## src/rtl/scl_pkg.sv

```systemverilog
/*
 * Package for the low byte of the system control configuration register:
 * bit positions, reset values and the write mask.
 * Assumes the configuration path hands over one byte per access.
 */
package scl_pkg;

	// Bit positions inside the byte
	localparam int unsigned BIT_RSVD7      = 7;
	localparam int unsigned BIT_LOW_POWER  = 6;
	localparam int unsigned BIT_IDENT_WP   = 5;
	localparam int unsigned BIT_PARITY_REP = 4;
	localparam int unsigned BIT_DMA_EN     = 3;
	localparam int unsigned BIT_RSVD2      = 2;
	localparam int unsigned BIT_CLK_HOLD   = 1;
	localparam int unsigned BIT_WAKE_SEL   = 0;

	// Value after reset: low power and write protect set, rest clear
	localparam logic [7:0] CTRL_RESET = 8'h60;
	// Writable positions; reserved bits 7 and 2 stay zero
	localparam logic [7:0] CTRL_WMASK = 8'h7B;

	// Function number whose subsystem ID ignores the protect bit
	localparam logic [2:0] FUNC_UNPROTECTED = 3'h2;

	// Synchroniser depth for pin inputs
	localparam int unsigned SYNC_STAGES = 2;
	// Number of pin inputs brought through the synchroniser
	localparam int unsigned SYNC_WIDTH = 3;
	localparam int unsigned SYN_PME  = 0;
	localparam int unsigned SYN_RING = 1;
	localparam int unsigned SYN_STOP = 2;

endpackage

```

## src/rtl/scl_sync_if.sv

```systemverilog
/*
 * Carrier between the control byte and its pin synchroniser.
 * Assumes both ends run on the same core clock.
 */
`timescale 1ns/10ps
interface scl_sync_if;
	logic [scl_pkg::SYNC_WIDTH-1:0] raw;
	logic [scl_pkg::SYNC_WIDTH-1:0] synced;

	modport src (output raw, input synced);
	modport dst (input raw, output synced);
endinterface

```

## src/rtl/scl_ctrl.sv

```systemverilog
/*
 * Low byte of the system control configuration register and the logic
 * that its bits steer: identification write protect, card parity report
 * onto the system error line, central DMA gate, clock-stop refusal and
 * the shared wake / ring-indicate output pin.
 * Assumes a configuration write/read strobe on the core clock and a
 * ring-indicate enable supplied by the card control register.
 */
`timescale 1ns/10ps
module scl_ctrl (
	// Clock and reset
	input  wire logic       core_clk_i,
	input  wire logic       rst_b_i,
	// Configuration access
	input  wire logic       cfg_wr_i,
	input  wire logic       cfg_rd_i,
	input  wire logic [7:0] cfg_wdata_i,
	output logic      [7:0] cfg_rdata_o,
	// Identification register write gate
	input  wire logic       ident_wr_i,
	input  wire logic [2:0] ident_func_i,
	output logic            ident_wr_ok_o,
	// Parity error report
	input  wire logic       card_parity_err_i,
	output logic            serr_o,
	// Central DMA
	input  wire logic       dma_request_line_i,
	output logic            dma_grant_line_o,
	// Clock run
	input  wire logic       clk_stop_req_i,
	output logic            clk_stop_refuse_o,
	output logic            clk_stop_allow_o,
	// Shared wake / ring-indicate pin
	input  wire logic       pme_i,
	input  wire logic       ring_i,
	input  wire logic       ring_indicate_enable_i,
	output logic            wake_pin_o,
	output logic            wake_pin_oe_b_o,
	// Power mode
	output logic            low_power_enable_o
);
	typedef struct packed {
		logic [7:0] ctrl;
		logic [7:0] rdata;
		logic       ident_ok;
		logic       serr;
		logic       grant;
		logic       refuse;
		logic       allow;
		logic       pin;
		logic       pin_oe_b;
		logic       low_power;
	} scl_ctrl_s;

	scl_ctrl_s st_d;
	scl_ctrl_s st_q;

	scl_sync_if sync_if ();

	// Event, ring and clock-stop pins cross into the core clock before any logic sees them
	assign sync_if.raw[scl_pkg::SYN_PME]  = pme_i;
	assign sync_if.raw[scl_pkg::SYN_RING] = ring_i;
	assign sync_if.raw[scl_pkg::SYN_STOP] = clk_stop_req_i;

	scl_sync u_sync (
		.core_clk_i (core_clk_i),
		.rst_b_i    (rst_b_i),
		.sync_if    (sync_if)
	);

	// Masking reserved bits on write keeps their read value at zero
	function automatic logic [7:0] scl_mask(input logic [7:0] v);
		scl_mask = v & scl_pkg::CTRL_WMASK;
	endfunction

	logic pme_s;
	logic ring_s;
	logic stop_s;
	assign pme_s  = sync_if.synced[scl_pkg::SYN_PME];
	assign ring_s = sync_if.synced[scl_pkg::SYN_RING];
	assign stop_s = sync_if.synced[scl_pkg::SYN_STOP];

	// Next state for the byte and every registered output
	always_comb begin
		st_d = st_q;
		// Any function may write: the byte is shared state
		if (cfg_wr_i) begin
			st_d.ctrl = scl_mask(cfg_wdata_i);
		end
		if (cfg_rd_i) begin
			st_d.rdata = scl_mask(st_q.ctrl);
		end
		st_d.low_power = st_q.ctrl[scl_pkg::BIT_LOW_POWER];
		// Function 2 subsystem ID bypasses the protect bit
		st_d.ident_ok = ident_wr_i &&
			(!st_q.ctrl[scl_pkg::BIT_IDENT_WP] ||
			 ident_func_i == scl_pkg::FUNC_UNPROTECTED);
		st_d.serr = card_parity_err_i &&
			st_q.ctrl[scl_pkg::BIT_PARITY_REP];
		st_d.grant = dma_request_line_i &&
			st_q.ctrl[scl_pkg::BIT_DMA_EN];
		// Refusal only answers a pending stop request
		st_d.refuse = stop_s && st_q.ctrl[scl_pkg::BIT_CLK_HOLD];
		st_d.allow  = stop_s && !st_q.ctrl[scl_pkg::BIT_CLK_HOLD];
		// Shared pin: event, ring indicate, or released
		if (st_q.ctrl[scl_pkg::BIT_WAKE_SEL]) begin
			st_d.pin      = pme_s;
			st_d.pin_oe_b = 1'b0;
		end else if (ring_indicate_enable_i) begin
			st_d.pin      = ring_s;
			st_d.pin_oe_b = 1'b0;
		end else begin
			st_d.pin      = 1'b0;
			st_d.pin_oe_b = 1'b1;
		end
	end

	// State register
	always_ff @(posedge core_clk_i or negedge rst_b_i) begin
		if (!rst_b_i) begin
			st_q           <= '0;
			st_q.ctrl      <= scl_pkg::CTRL_RESET;
			st_q.low_power <= scl_pkg::CTRL_RESET[scl_pkg::BIT_LOW_POWER];
			st_q.pin_oe_b  <= 1'b1;
		end else begin
			st_q <= st_d;
		end
	end

	// Outputs straight from flip-flops
	assign cfg_rdata_o        = st_q.rdata;
	assign ident_wr_ok_o      = st_q.ident_ok;
	assign serr_o             = st_q.serr;
	assign dma_grant_line_o   = st_q.grant;
	assign clk_stop_refuse_o  = st_q.refuse;
	assign clk_stop_allow_o   = st_q.allow;
	assign wake_pin_o         = st_q.pin;
	assign wake_pin_oe_b_o    = st_q.pin_oe_b;
	assign low_power_enable_o = st_q.low_power;

	// Checks
	a_rsvd_read_zero: assert property (@(posedge core_clk_i)
		disable iff (!rst_b_i) cfg_rd_i |=>
		(!cfg_rdata_o[scl_pkg::BIT_RSVD7] && !cfg_rdata_o[scl_pkg::BIT_RSVD2]))
		else $error("reserved bit read nonzero");
	a_low_power_follow: assert property (@(posedge core_clk_i)
		disable iff (!rst_b_i) cfg_wr_i ##1 !cfg_wr_i |=>
		low_power_enable_o == $past(cfg_wdata_i[scl_pkg::BIT_LOW_POWER], 2))
		else $error("low power output not following write");
	a_ident_protect: assert property (@(posedge core_clk_i)
		disable iff (!rst_b_i)
		(ident_wr_i && st_q.ctrl[scl_pkg::BIT_IDENT_WP] &&
		 ident_func_i != scl_pkg::FUNC_UNPROTECTED) |=> !ident_wr_ok_o)
		else $error("protected identification write let through");
	a_func2_bypass: assert property (@(posedge core_clk_i)
		disable iff (!rst_b_i)
		(ident_wr_i && ident_func_i == scl_pkg::FUNC_UNPROTECTED)
		|=> ident_wr_ok_o)
		else $error("function 2 subsystem write blocked");
	a_serr_cause: assert property (@(posedge core_clk_i)
		disable iff (!rst_b_i) serr_o |->
		$past(card_parity_err_i) && $past(st_q.ctrl[scl_pkg::BIT_PARITY_REP]))
		else $error("system error without enabled parity cause");
	a_dma_gate: assert property (@(posedge core_clk_i)
		disable iff (!rst_b_i)
		(dma_request_line_i && st_q.ctrl[scl_pkg::BIT_DMA_EN]) |=>
		dma_grant_line_o)
		else $error("enabled DMA request not granted");
	a_clk_refuse: assert property (@(posedge core_clk_i)
		disable iff (!rst_b_i)
		(stop_s && st_q.ctrl[scl_pkg::BIT_CLK_HOLD]) |=>
		(clk_stop_refuse_o && !clk_stop_allow_o))
		else $error("clock stop not refused while held");
	a_clk_allow: assert property (@(posedge core_clk_i)
		disable iff (!rst_b_i)
		(stop_s && !st_q.ctrl[scl_pkg::BIT_CLK_HOLD]) |=>
		(clk_stop_allow_o && !clk_stop_refuse_o))
		else $error("clock stop not allowed while free");
	a_pin_pme: assert property (@(posedge core_clk_i)
		disable iff (!rst_b_i) st_q.ctrl[scl_pkg::BIT_WAKE_SEL] |=>
		(!wake_pin_oe_b_o && wake_pin_o == $past(pme_s)))
		else $error("event not on shared pin");
	a_pin_ring: assert property (@(posedge core_clk_i)
		disable iff (!rst_b_i)
		(!st_q.ctrl[scl_pkg::BIT_WAKE_SEL] && ring_indicate_enable_i) |=>
		(!wake_pin_oe_b_o && wake_pin_o == $past(ring_s)))
		else $error("ring indicate not on shared pin");
	a_pin_release: assert property (@(posedge core_clk_i)
		disable iff (!rst_b_i)
		(!st_q.ctrl[scl_pkg::BIT_WAKE_SEL] && !ring_indicate_enable_i) |=>
		wake_pin_oe_b_o)
		else $error("shared pin driven while released");
	a_rsvd_write: assert property (@(posedge core_clk_i)
		disable iff (!rst_b_i) cfg_wr_i |=>
		(!st_q.ctrl[scl_pkg::BIT_RSVD7] && !st_q.ctrl[scl_pkg::BIT_RSVD2]))
		else $error("reserved bit stored");

	c_parity_report: cover property (@(posedge core_clk_i)
		disable iff (!rst_b_i) serr_o);
	c_clk_refused: cover property (@(posedge core_clk_i)
		disable iff (!rst_b_i) clk_stop_refuse_o);
	c_ring_driven: cover property (@(posedge core_clk_i)
		disable iff (!rst_b_i)
		!wake_pin_oe_b_o && !st_q.ctrl[scl_pkg::BIT_WAKE_SEL]);
	c_dma_granted: cover property (@(posedge core_clk_i)
		disable iff (!rst_b_i) dma_grant_line_o);
endmodule

```

## src/rtl/scl_sync.sv

```systemverilog
/*
 * Two-stage synchroniser for the asynchronous pin inputs.
 * Assumes the raw inputs may change at any time relative to core_clk_i.
 */
`timescale 1ns/10ps
module scl_sync (
	// Clock and reset
	input  wire logic core_clk_i,
	input  wire logic rst_b_i,
	// Pin side and synchronised side
	scl_sync_if.dst   sync_if
);
	typedef struct packed {
		logic [scl_pkg::SYNC_WIDTH-1:0] meta;
		logic [scl_pkg::SYNC_WIDTH-1:0] safe;
	} scl_sync_s;

	scl_sync_s st_d;
	scl_sync_s st_q;

	// First stage feeds only the second stage
	always_comb begin
		st_d      = st_q;
		st_d.meta = sync_if.raw;
		st_d.safe = st_q.meta;
	end

	// State register
	always_ff @(posedge core_clk_i or negedge rst_b_i) begin
		if (!rst_b_i) begin
			st_q <= '0;
		end else begin
			st_q <= st_d;
		end
	end

	assign sync_if.synced = st_q.safe;
endmodule

```

## config.mk

```make
export PLATFORM = sky130hd
export DESIGN_NAME = scl_ctrl
export DESIGN_NICKNAME = d
export VERILOG_FILES = /design/src/rtl/scl_pkg.sv /design/src/rtl/scl_sync_if.sv /design/src/rtl/scl_ctrl.sv /design/src/rtl/scl_sync.sv
export SDC_FILE = /design/constraint.sdc
export NUM_CORES = 1
export LEC_CHECK = 0
export BUFFER_PORTS_ARGS = -buffer_cell sky130_fd_sc_hd__buf_2
export CAP_MARGIN = 20
export CORE_MARGIN = 8
export CORE_UTILIZATION = 45
export CTS_BUF_LIST = sky130_fd_sc_hd__clkbuf_16
export CTS_CLUSTER_DIAMETER = 150
export CTS_CLUSTER_SIZE = 28
export DETAILED_ROUTE_END_ITERATION = 6
export GPL_TIMING_DRIVEN = 0
export PLACE_DENSITY = 0.77
export SLEW_MARGIN = 30
export SYNTH_ARGS = -nofsm -noshare
export SYNTH_HDL_FRONTEND = slang
export SYNTH_SLANG_ARGS = --single-unit
export TNS_END_PERCENT = 30
```

## constraint.sdc

```tcl
create_clock -name core_clk_i -period 0.8 [get_ports core_clk_i]
set_input_delay 0.24 -clock core_clk_i [delete_from_list [all_inputs] [get_ports core_clk_i]]
set_output_delay 0.24 -clock core_clk_i [all_outputs]
set_load 0.02 [all_outputs]
```

==> results.txt <==
----------------------------------------------------
[Run status]
  Run status ... finished with violations
  Violations in the final reports ... negative hold slack, negative setup slack

[Logic synthesis]
  Combined area of all synthesized cells ... 922 um^2
  Synthesized netlist cell count ... 59
  Syn Area/Cell ... 15.6 um^2
  Post-synthesis sequential area ratio ... 71.1%
  Synthesized flop and latch total ... 26
  Number of distinct library cells after synthesis ... 13
  Yosys warns ... 0

[Die]
  X dimension of the die ... between 60 and 70 um
  Die Ht ... 61.3 um
  Area of the placeable core ... 0.00194 mm^2
  Initial Utilization ... a little under half
  I/O pin total ... 38
  Die area ... 0.00375 mm^2
  Std cell rows ... 16

[Placed design]
  Area of placed instances ... around 0.0011 mm^2
  Last weighted congestion value of the routability-driven placer ... 0.651
  Total placed cells including tap cells ... 118
  Count of buffers from port buffering ... 31

[Worst setup path]
  Arr. time, crit path ... 0.90 ns
  R2R Setup Slk ... 0 ns
  Cell type of the slowest stage on the worst timing path ... sky130_fd_sc_hd__dfrtp_1
  Largest fanout on the critical path ... 2
  Critical path startpoint category ... register
  Critical path buffer and inverter count ... 2
  CP peak stage delay ... 0.40 ns
  Element type at the critical path end ... output port
  Critical path class ... register to output port
  CP Data Required Time ... about 0.56 ns
  Cell type with the highest occurrence count on the critical path ... sky130_fd_sc_hd__buf_6
  Origin of the critical flop-to-flop path ... st_q[16]
  Kind of cell adding the most delay to the critical path ... flip-flops
  Cell depth of the worst flop-to-flop path ... 1
  Crit-path cells ... buf_6 > buf_6
  Terminus of the critical flop-to-flop path ... st_q[16]

[Routing]
  Routed met3 length ... approximately 120 um
  Routed metal-1 wirelength ... approximately 540 um
  Post-route DRC violation count ... 0
  Top routing layer in use ... met4
  Average wire per standard cell ... 12.8 um
  DR iter-0 viols ... 5
  Total wirelength of the detailed-routed design ... around 1600 um
  Total via count after detailed routing ... around 540
  Ratio of routed vias to standard cells ... 4.44
  Detail Route met2 WL ... 871 um
  Detail Route Antenna Nets ... 0
  First-pass iteration count of the detailed router ... 3

[GRT]
  Global-route wire length before repair ... 2480 um
  Maximum number of pins on one net before global-route repair ... 27
  Total global routing track utilization ... 9.25%
  Initial antenna violation count ... 0
  GR Overflow Total ... 0
  Number of global-route vias before repair ... ~610

[Hold path]
  Hold WC Path Type ... input pin to async pin

[STA]
  Peak clock frequency supported by timing ... about 880 MHz
  Transition at the pin with the smallest max-transition slack ... roughly 0.53 ns
  Worst Skew ... roughly 0.0016 ns
  Worst hold margin ... -0.0436 ns
  Max transition margin ... 64.6%
  Number of endpoints failing setup at the final stage ... 14
  Period utilisation layout ... 142%
  Final hold violation count ... 22
  Final min period ... 1.14 ns
  Final-report max-slew violation count ... 0
  Final worst setup slack ... -0.335 ns
  Setup repair after global routing missed its margin ... yes

[Layout]
  Inserted Diodes ... 0
  Signed area change from the synthesized netlist to the final layout ... 39.2%
  Filler cell count in the final layout ... 160
  Nets ... 117
  Design area ... 0.00128 mm^2
  Final std cells w/o fill ... 121
  Share of the core filled with cells ... approximately two thirds
  Layout cell share with drive strength beyond 1 ... 63.8%

[Flow run]
  Number of maximum-capacitance constraint violations ... 0

[Power and ir drop]
  Power per cell area ... around 2700 mW/mm^2
  Maximum resistive drop on vdd ... 0.00190 V
  Switching share of power ... 20.6%
  Internal portion of total power ... 0.00275 W
  Portion of total power attributed to the clock network ... between 40 and 50%
  Combinational share of power ... between 10% and 20%
  Leakage power summed over all cells ... 0.628 nW
  Reg power frac ... between 40 and 50%
  Net load switching power ... between 0.0007 and 0.0008 W

[Clocking]
  Count of buffers added by post-CTS timing repair for setup ... 0
  Clk sink count ... 26
  Number of levels in the clock H-tree ... 1
  Clock Tree Buf Depth ... 2
  Clock Root Buffer ... sky130_fd_sc_hd__clkbuf_16
  Clock-pin transition on the worst setup and hold timing paths ... around 0.060 ns
  CTS tree ... built
  Number of buffers created by CTS ... 3
  Clock latency on the worst-skew pair ... 0.25 ns

----------------------------------------------------
[Yosys cell counts, drive strengths merged]
library cell  number  area (um^2)
dfrtp             22          551
conb               1         3.75
o21ai              1         5.00
and2               3         18.8
buf               10         70.1
nor2               1         3.75
nand2              2         7.51
or3b               1         8.76
mux2              12          135
nor2b              1         6.26
a21boi             1         7.51
dfstp              4          105
[cells in the final DEF, fill, tap and decap left out]
cell,n
sky130_fd_sc_hd__a21boi_1,1
sky130_fd_sc_hd__and2_1,3
sky130_fd_sc_hd__buf_2,24
sky130_fd_sc_hd__buf_4,3
sky130_fd_sc_hd__buf_6,13
sky130_fd_sc_hd__bufinv_16,1
sky130_fd_sc_hd__clkbuf_16,3
sky130_fd_sc_hd__conb_1,2
sky130_fd_sc_hd__dfrtp_1,22
sky130_fd_sc_hd__dfstp_2,4
sky130_fd_sc_hd__mux2_2,12
sky130_fd_sc_hd__nand2_1,2
sky130_fd_sc_hd__nor2_1,1
sky130_fd_sc_hd__nor2b_1,1
sky130_fd_sc_hd__o21ai_0,1
sky130_fd_sc_hd__or3b_1,1
[per-layer routing]
| layer | vias to the layer above | global-route usage, % |
|---|---|---|
| met4 | 0 | 4.98 |
| met5 | - | 0 |
| met2 | 18 | 17.2 |
| met3 | 2 | 3.34 |
| li1 | 253 | - |
| met1 | 264 | 8.50 |
[how the worst max path moves through the flow]
stage                     cells after the start         endpoint            start
final                                         2   cfg_rdata_o[3]   cfg_rdata_o[3]
after global routing                          2   cfg_rdata_o[5]   cfg_rdata_o[5]
after CTS                                     1  wake_pin_oe_b_o  wake_pin_oe_b_o
after detailed placement                      3    ident_wr_ok_o  ident_func_i[0]
after global placement                        3    ident_wr_ok_o  ident_func_i[0]
after floorplan                               2   cfg_rdata_o[0]         cfg_rd_i
[registers in the layout, summed over array words and instances, names as in the netlist]
signal                 count
st_q                       5
clk_stop_refuse_o          1
st_d                       1
wake_pin_o                 1
cfg_rdata_o                6
clk_stop_allow_o           1
ident_wr_ok_o              1
u_sync.sync_if.synced      3
low_power_enable_o         1
wake_pin_oe_b_o            1
serr_o                     1
u_sync.st_d                3
dma_grant_line_o           1
[through the flow]
stage	power [W]	worst slack, ns	TNS, ns
3_5_place_dp	0.00199	-0.137	-1.42
5_1_grt	0.00359	-0.355	-4.06
3_3_place_gp	0.00197	-0.100	-1.26
6_report	0.00347	-0.335	-3.70
4_1_cts	0.00351	-0.343	-3.81
2_1_floorplan	0.00182	-0.0313	-0.188
[area by class of cell]
type / instances / area [um^2] / share of cell area [%]
Multi-Input combinational cell: 24 / 200 / 15.6
Buffer: 9 / 83.8 / 6.53
Timing Repair Buffer: 31 / 205 / 16.0
Sequential cell: 26 / 656 / 51.1
Clock buffer: 3 / 75.1 / 5.85
Clock inverter: 1 / 30.0 / 2.34
Tap cell: 27 / 33.8 / 2.63
[logic make-up after synthesis]
logic type,after synthesis,synth area share (%)
and+or+nand+nor,8,4.89
other,1,0.407
AOI/OAI and AO/OA,2,1.36
DFF,26,71.1
muxes,12,14.7
buffers and inverters,10,7.60
[repair_timing]
action,CTS,global route
pin swaps,0,0
endpoints found under the setup margin,15,16
endpoints found under the hold margin,22,0
gates resized for setup,21,0
[power groups by stage]
stage | Clock (W) | Sequential (W) | Combinational, W
after detailed placement | 0 | 0.00154 | 0.000452
after floorplan | 0 | 0.00157 | 0.000251
final | 0.00141 | 0.00152 | 0.000533
after global placement | 0 | 0.00153 | 0.000444
after CTS | 0.00145 | 0.00152 | 0.000540
after global routing | 0.00148 | 0.00154 | 0.000573
(Power assumes the default switching activity.)
